**src/design/dctom_map.svh**
```systemverilog
`ifndef DCTOM_MAP_SVH
`define DCTOM_MAP_SVH
// tolerated test pulse off time in microseconds
`define DCTOM_PULSE_MAX_US 1000
// clock rate in MHz
`define DCTOM_CLK_MHZ 25
// filter length: least time, so cycles = us * MHz, plus one cycle margin
`define DCTOM_FILT_CYCLES ((`DCTOM_PULSE_MAX_US * `DCTOM_CLK_MHZ) + 1)
// alarm code shown while the cutoff timing alarm stands
`define DCTOM_ALARM_CODE 8'h3F
`endif

```
**src/design/dctom_pkg.sv**
```systemverilog
package dctom_pkg;
  typedef struct packed {
    logic cut_a;
    logic cut_b;
  } dctom_cut_s;
  typedef enum logic [1:0] {
    DCTOM_RUN,
    DCTOM_CUT,
    DCTOM_ALARM
  } dctom_state_e;
endpackage : dctom_pkg

```
**src/design/dctom_monitor.sv**
```systemverilog
// Functional notes
// - open input a puts channel a into cutoff; closed input a allows release
// - open input b puts channel b into cutoff; closed input b allows release
// - monitor a is on while channel a is cut off, off when released
// - monitor b is on while channel b is cut off, off when released
// - power stage released only with both inputs closed
// - cutoff while motor runs gives dynamic brake stop and timing alarm
`timescale 1ns/10ps
`include "dctom_map.svh"
module dctom_monitor #(
  parameter int FILT_CYCLES = `DCTOM_FILT_CYCLES
) (
  // clock and reset
  input wire logic clk_sys,
  input wire logic sys_rst,
  // safety inputs, high means closed to safety_input_common
  input wire logic safety_input_a,
  input wire logic safety_input_b,
  // motor state from the drive, high while the motor is operating
  input wire logic motor_running,
  // alarm reset request from the drive
  input wire logic alarm_clear,
  // monitor outputs, high means closed to cutoff_monitor_common
  output logic cutoff_monitor_a,
  output logic cutoff_monitor_b,
  // combined path across both monitors
  output logic cutoff_monitor_both,
  // base drive enable and brake
  output logic base_drive_enable,
  output logic dynamic_brake,
  output logic cutoff_timing_alarm,
  output logic [7:0] alarm_code
);
  localparam int CW = $clog2(FILT_CYCLES + 1);
  localparam logic [CW-1:0] FILT_MAX = CW'(FILT_CYCLES);

  ////////////////////////////////////////////////////////////////////////////
  // synchronisers and off-pulse filters per channel
  logic [1:0] raw_in;
  logic [1:0] sync1;
  logic [1:0] sync2;
  logic [1:0] closed;
  dctom_pkg::dctom_cut_s cut;
  dctom_pkg::dctom_state_e state;
  dctom_pkg::dctom_state_e next_state;

  assign raw_in = {safety_input_a, safety_input_b};

  genvar g;
  generate
    for (g = 0; g < 2; g++) begin : g_chan
      logic [CW-1:0] off_cnt;
      wire cnt_done = (off_cnt == FILT_MAX);
      always_ff @(posedge clk_sys) begin
        if (sys_rst) begin
          sync1[g] <= 1'b0;
          sync2[g] <= 1'b0;
          off_cnt <= '0;
          closed[g] <= 1'b0;
        end else begin
          sync1[g] <= raw_in[g];
          sync2[g] <= sync1[g];
          if (sync2[g]) begin
            off_cnt <= '0;
            closed[g] <= 1'b1;
          end else if (!cnt_done) begin
            off_cnt <= off_cnt + CW'(1);
          end else begin
            closed[g] <= 1'b0;
          end
        end
      end
    end
  endgenerate

  assign cut.cut_a = ~closed[1];
  assign cut.cut_b = ~closed[0];

  ////////////////////////////////////////////////////////////////////////////
  // stop control
  wire any_cut = cut.cut_a | cut.cut_b;
  wire both_cut = cut.cut_a & cut.cut_b;

  always_comb begin
    next_state = state;
    unique case (state)
      dctom_pkg::DCTOM_RUN: begin
        if (any_cut && motor_running) begin
          next_state = dctom_pkg::DCTOM_ALARM;
        end else if (any_cut) begin
          next_state = dctom_pkg::DCTOM_CUT;
        end
      end
      dctom_pkg::DCTOM_CUT: begin
        if (!any_cut) begin
          next_state = dctom_pkg::DCTOM_RUN;
        end
      end
      dctom_pkg::DCTOM_ALARM: begin
        if (alarm_clear && !any_cut && !motor_running) begin
          next_state = dctom_pkg::DCTOM_RUN;
        end
      end
    endcase
  end

  always_ff @(posedge clk_sys) begin
    if (sys_rst) begin
      state <= dctom_pkg::DCTOM_CUT;
      cutoff_monitor_a <= 1'b1;
      cutoff_monitor_b <= 1'b1;
      cutoff_monitor_both <= 1'b1;
      base_drive_enable <= 1'b0;
      dynamic_brake <= 1'b0;
      cutoff_timing_alarm <= 1'b0;
      alarm_code <= 8'h00;
    end else begin
      state <= next_state;
      cutoff_monitor_a <= cut.cut_a;
      cutoff_monitor_b <= cut.cut_b;
      cutoff_monitor_both <= both_cut;
      base_drive_enable <= !any_cut && (next_state == dctom_pkg::DCTOM_RUN);
      dynamic_brake <= (next_state == dctom_pkg::DCTOM_ALARM) && motor_running;
      cutoff_timing_alarm <= (next_state == dctom_pkg::DCTOM_ALARM);
      alarm_code <= (next_state == dctom_pkg::DCTOM_ALARM) ? `DCTOM_ALARM_CODE : 8'h00;
    end
  end

  ////////////////////////////////////////////////////////////////////////////
  // checks
  // helper: consecutive open samples per channel, saturating at the filter length
  genvar c;
  generate
    for (c = 0; c < 2; c++) begin : g_chk
      logic [CW-1:0] open_run;
      always_ff @(posedge clk_sys) begin
        if (sys_rst || sync2[c]) begin
          open_run <= '0;
        end else if (open_run != FILT_MAX) begin
          open_run <= open_run + CW'(1);
        end
      end
    end
  endgenerate
  property p_mon_a;
    @(posedge clk_sys) disable iff (sys_rst) 1'b1 |=> (cutoff_monitor_a == $past(cut.cut_a));
  endproperty
  a_mon_a: assert property (p_mon_a) else $error("monitor a wrong");
  property p_mon_b;
    @(posedge clk_sys) disable iff (sys_rst) 1'b1 |=> (cutoff_monitor_b == $past(cut.cut_b));
  endproperty
  a_mon_b: assert property (p_mon_b) else $error("monitor b wrong");
  property p_no_drive;
    @(posedge clk_sys) disable iff (sys_rst) (cutoff_monitor_a || cutoff_monitor_b) |-> !base_drive_enable;
  endproperty
  a_no_drive: assert property (p_no_drive) else $error("drive while cut");
  property p_both;
    @(posedge clk_sys) disable iff (sys_rst) cutoff_monitor_both == (cutoff_monitor_a && cutoff_monitor_b);
  endproperty
  a_both: assert property (p_both) else $error("combined monitor wrong");
  // input a open long enough cuts channel a
  property p_cut_a;
    @(posedge clk_sys) disable iff (sys_rst) (g_chk[1].open_run == FILT_MAX && !sync2[1]) |=> !closed[1];
  endproperty
  a_cut_a: assert property (p_cut_a) else $error("channel a not cut");
  // closed input b releases channel b
  property p_rel_b;
    @(posedge clk_sys) disable iff (sys_rst) sync2[0] |=> closed[0];
  endproperty
  a_rel_b: assert property (p_rel_b) else $error("channel b not released");
  property p_filt;
    @(posedge clk_sys) disable iff (sys_rst) ($fell(sync2[1]) && closed[1]) |=> closed[1] [*8];
  endproperty
  a_filt: assert property (p_filt) else $error("short pulse passed");
  property p_alarm;
    @(posedge clk_sys) disable iff (sys_rst)
      (state == dctom_pkg::DCTOM_RUN && any_cut && motor_running) |=> cutoff_timing_alarm && alarm_code == 8'h3F;
  endproperty
  a_alarm: assert property (p_alarm) else $error("timing alarm missing");
  // input b open long enough cuts channel b
  property p_cut_b;
    @(posedge clk_sys) disable iff (sys_rst) (g_chk[0].open_run == FILT_MAX && !sync2[0]) |=> !closed[0];
  endproperty
  a_cut_b: assert property (p_cut_b) else $error("channel b not cut");
  // closed input a releases channel a
  property p_rel_a;
    @(posedge clk_sys) disable iff (sys_rst) sync2[1] |=> closed[1];
  endproperty
  a_rel_a: assert property (p_rel_a) else $error("channel a not released");
  // both closed from cutoff releases drive
  property p_drive_on;
    @(posedge clk_sys) disable iff (sys_rst) (state == dctom_pkg::DCTOM_CUT && !any_cut) |=> base_drive_enable;
  endproperty
  a_drive_on: assert property (p_drive_on) else $error("drive not released");
  property p_brake;
    @(posedge clk_sys) disable iff (sys_rst)
      (state == dctom_pkg::DCTOM_RUN && any_cut && motor_running) |=> dynamic_brake;
  endproperty
  a_brake: assert property (p_brake) else $error("dynamic brake missing");
  property p_alarm_hold;
    @(posedge clk_sys) disable iff (sys_rst) (cutoff_timing_alarm && !alarm_clear) |=> cutoff_timing_alarm;
  endproperty
  a_alarm_hold: assert property (p_alarm_hold) else $error("timing alarm dropped");
endmodule : dctom_monitor

```
**config.mk**
```make
export PLATFORM = sky130hd
export DESIGN_NAME = dctom_monitor
export DESIGN_NICKNAME = d
export VERILOG_FILES = /design/src/design/dctom_pkg.sv /design/src/design/dctom_monitor.sv
export VERILOG_INCLUDE_DIRS = /design/src /design/src/design
export SDC_FILE = /design/constraint.sdc
export NUM_CORES = 1
export LEC_CHECK = 0
export ABC_AREA = 1
export ABC_CLOCK_PERIOD_IN_PS = 2650
export BUFFER_PORTS_ARGS = -buffer_cell sky130_fd_sc_hd__buf_4
export CORE_ASPECT_RATIO = 0.75
export CORE_MARGIN = 2
export CORE_UTILIZATION = 45
export DETAILED_ROUTE_END_ITERATION = 7
export PLACE_DENSITY = 0.6
export SLEW_MARGIN = 20
export SYNTH_ARGS = -nofsm -noshare
export SYNTH_HDL_FRONTEND = slang
export SYNTH_SLANG_ARGS = --single-unit
```
**constraint.sdc**
```tcl
create_clock -name clk_sys -period 2.65 [get_ports clk_sys]
set_input_delay 0.1325 -clock clk_sys [delete_from_list [all_inputs] [get_ports clk_sys]]
set_output_delay 0.1325 -clock clk_sys [all_outputs]
set_load 0.005 [all_outputs]
```
# Word-level counts from Yosys, hierarchy flattened
# Index checks and enable logic that the tools add are counted.
# W data, S select, Z words.
[word_totals]
elab_cells = 50
input_bits = 6
output_inout_bits = 14
register_bits = 52
[op_classes]
add_sub_neg = 2
n_reduce_logical = 13
bitwise_logic = 4
n_eq_ne = 5
mux = 10
[op_table]
columns = ["cell", "n"]
rows = [
  ["$add A15 B1 Y15 const B", 2],
  ["$eq A15 B15 Y1 const B", 2],
  ["$mux W2", 4],
  ["$mux W6", 1],
  ["$pmux W2 S3", 1],
  ["$logic_and A1 B1 Y1", 5],
  ["$eq A2 B2 Y1 const B", 2],
  ["$logic_not A2 Y1", 2],
  ["$mux W1", 4],
  ["$reduce_bool A2 Y1", 2],
  ["$reduce_or A2 Y1", 2],
  ["$eq A2 B1 Y1 const B", 1],
  ["$logic_not A1 Y1", 2],
  ["$not A1 Y1", 2],
  ["$and A1 B1 Y1", 1],
  ["$or A1 B1 Y1", 1],
]

# Longest topological paths before layout
[logic_depth]
ltp_word = 9
mapped_depth = 10
ltp_nobuf = 10

# Least setup slack after synthesis
# No wires, ideal clock.
[synth_path]
path_kind = "register to register"
start = "register g_chan[0].off_cnt[0]"
end = "register g_chan[0].off_cnt[10]"
n_path_buf = 0
synth_period_minus_slack_ns = 1.212
setup_slack_ns = 1.438
stages_incl_launch_ff = 7
required_time_ns = 2.537
t_arrival_ns = 1.099
setup_ns = 0.113
cell_sequence = "dfxtp_1 -> ha_1 -> nand2_2 -> nor2_4 -> nand3_1 -> o21ai_1 -> nor2_1"
[synth_between]
elab_chain_len = 1
word_cells_on_any_way = 2
cone_classes = "add/sub: 1; eq/ne: 1"
[synth_rtl]
columns = ["item", "line_no", "rtl"]
rows = [
  ["start, declared", "dctom_monitor.sv:52", "logic [CW-1:0] off_cnt;"],
  ["start signal, assigned", "dctom_monitor.sv:67", "off_cnt <= off_cnt + CW'(1);"],
  ["$add A15 B1 Y15 / $eq A15 B15 Y1 (equally long branches)", "dctom_monitor.sv:67, dctom_monitor.sv:53", ""],
]
# Several ways; a longest one is shown, not always the timed one.
# A chain may end at the register's enable or synchronous reset.

# Worst setup path after layout
# Same ends and word-level chain as after synthesis.

==> flow_summary.toml <==
[global_routing]
grt_max_degree = 13
overflow = 0
antenna_found_initial = 0
grt_usage = 0.167
grt_pass1_vias = 1660
grt_pass1_wl_um = 7510

[synth]
syn_inst = 323
synthTopCellsByArea = "dfxtp_1 (40%), nand2_1 (12%), nor2_1 (9.6%)"
synth_edf_count = 0
synth_top_cell_by_area = "dfxtp_1"
syn_area_per_cell_um2 = 6.79
synthFlopType = "dfxtp_1"
synth_area_um2 = 2190
async_reset_ff_frac = 0
synth_top_area_frac = 0.401
ys_warn_count = 0
synth_cell_type_count = 21
yosysMostFrequentCell = "nand2_1"
synth_common_cells = "nand2_1 (70), nor2_1 (56), inv_1 (49), dfxtp_1 (44), nand3_1 (26)"
ys_seq_elements = 44
seq_area_frac_synth = 0.401

[sta]
tns_ns = 0
hold_viol_final = 0
timing.final.crit_share = 0.519
period_needed_ns = 1.37
worst_pin_slew_ns = 0.683
fin_skew_ns = 0.00891
slew_headroom = 0.543
slew_violations = 0
max_freq_ghz = 0.728
finalSetupViolations = 0
rsz0062_at_grt = "false"

[cells_and_area]
antenna_cells = 0
final_area_um2 = 2400
num-fill-cells = 473
nNetsFinal = 350
seq_area_um2 = 881
multiInputGateArea_um2 = 1060
syn_to_final_growth_pct = 9.58
final_layout_size_suffix_gt1_frac = 0.107

[die]
die_area_um2 = 5460
die_height_um = 64.5
die_x_um = 84.6
rows = 21
coreArea_um2 = 4570
ios = 20
start_util = 0.480

[critical_path]
arrival_ns = 1.56
end_kind = "flop"
worstPathRequired_ns = 2.83
reg2reg_depth = 6
critPathKind = "reg -> reg"
path_max_fanout = 7
startpoint_type = "flop"

[route]
route.vias.total = 1855
drt_iter0_drc = 125
dr.pass1.iters = 4
drt.antenna.violating_nets = 0
wl_per_cell_um = 10.3
drc = 0
wl_um = 4080
viasPerCell = 4.70

[clocking]
ctsResizeCount = 0
hold_buffers = 0
cts-htree-levels = 2
clk_pin_slew_ns = 0.07
cts_root_buffer = "clkbuf_8"
clk_latency_ns = 0.29
postCtsSetupBuffers = 0
cts_max_path_buffers = 2
cts_buffers = 5
clkSinkCount = 44
cts_tree = "built"

[min_path]
hp-class = "in -> reg"
min_path_cells = 3

[power]
p_leak_nw = 0.991
ir_drop_mv = 0.329
powerDensity_nw_per_um2 = 542

[run]
maxCapViolations = 0

[place]
gp_congestion = 0.894
dpl_cell_area_um2 = 2330
detailed_place_hpwl_um = 3090
io_buffers = 17

[status]
status = "finished, final reports clean"
[state kept, by name, indices dropped and copies added, names as in the netlist]
name and cells:
sync2 2, dynamic_brake 1, closed 2, alarm_code 1, sync1 2, base_drive_enable 1
cutoff_monitor_both 1, state 2, g_chan.off_cnt 30, cutoff_monitor_b 1, cutoff_monitor_a 1
[worst paths after layout]
kind,to,slack [ns],from
worst max register to register,g_chan[0].off_cnt[10],1.28,g_chan[0].off_cnt[0]
worst max-delay path,g_chan[0].off_cnt[10],1.28,g_chan[0].off_cnt[0]
worst min-delay path,sync1[0],0.05,safety_input_b
worst min register to register,sync2[0],0.40,sync1[0]
[per-layer routing]
| layer | GRT usage | vias to the layer above | part of all wire |
|---|---|---|---|
| met5 | 0 | - | 0 |
| met4 | 0.0357 | 0 | 0.0059 |
| met3 | 0.0420 | 2 | 0.042 |
| met2 | 0.234 | 32 | 0.38 |
| met1 | 0.255 | 795 | 0.57 |
| li1 | - | 1026 | - |
[layout make-up]
| cell class | count | share of cell area |
|---|---|---|
| multi-input combinational | 221 | 0.442 |
| sequential | 44 | 0.366 |
| inverter | 49 | 0.0765 |
| timing repair buffer | 17 | 0.0531 |
| clock buffer | 6 | 0.0302 |
| tap | 57 | 0.0297 |
| clock inverter | 1 | 0.00208 |
[through the flow]
| stage | std cells | worst slack, ns | total power, W | hold WS (ns) | util |
|---|---|---|---|---|---|
| floorplan | 324 | 1.44 | 0.000889 | 0.239 | - |
| detailed placement | 388 | 1.30 | 0.000937 | 0.340 | 0.509 |
| finish | 395 | 1.28 | 0.00130 | 0.0538 | 0.526 |
| global route | 395 | 1.12 | 0.00140 | 0.0458 | 0.526 |
| CTS | 395 | 1.28 | 0.00132 | 0.0458 | 0.526 |
| global placement | 388 | 1.33 | 0.000935 | 0.333 | 0.509 |
[critical path, stage by stage (launching register included)]
cell and delay, ns:
dfxtp_1 0.40, ha_1 0.25, nand2_2 0.09, nor2_4 0.22, nand3_1 0.13, o21ai_1 0.14, nor2_1 0.04
[logic make-up after synthesis]
kind of cell / Yosys count / synth area share
other: 1 / 0.00171
xor gates and xnor gates: 5 / 0.0200
DFF: 44 / 0.401
adders and majority gates: 6 / 0.0342
buffers and inverters: 59 / 0.116
AOI/OAI and AO/OA: 34 / 0.0804
and+or+nand+nor: 174 / 0.347
[power by group]
part / switching [W] / leakage, nW / total [W] / internal, W
Clock: 0.000204 / 0.0410 / 0.000383 / 0.000179
Combinational: 0.000113 / 0.592 / 0.000206 / 0.0000930
Sequential: 0.0000233 / 0.358 / 0.000715 / 0.000691
Total: 0.000340 / 0.991 / 0.00130 / 0.000964
[placed cells by master (no fill, tap or decap)]
master / count
nand2_2: 3
clkinv_2: 1
ha_1: 6
nor2_4: 2
buf_4: 17
a21oi_1: 18
inv_1: 49
conb_1: 2
nor3_2: 1
nand4_1: 9
o21ai_1: 3
nand2_1: 70
nand3_2: 2
o21bai_2: 1
xor2_1: 5
clkbuf_8: 5
nor3_1: 1
dfxtp_1: 44
nor2_1: 56
nor2_2: 4
o21ai_0: 12
nand3_1: 26
clkbuf_1: 1
Power figures use the tool's default switching activity.
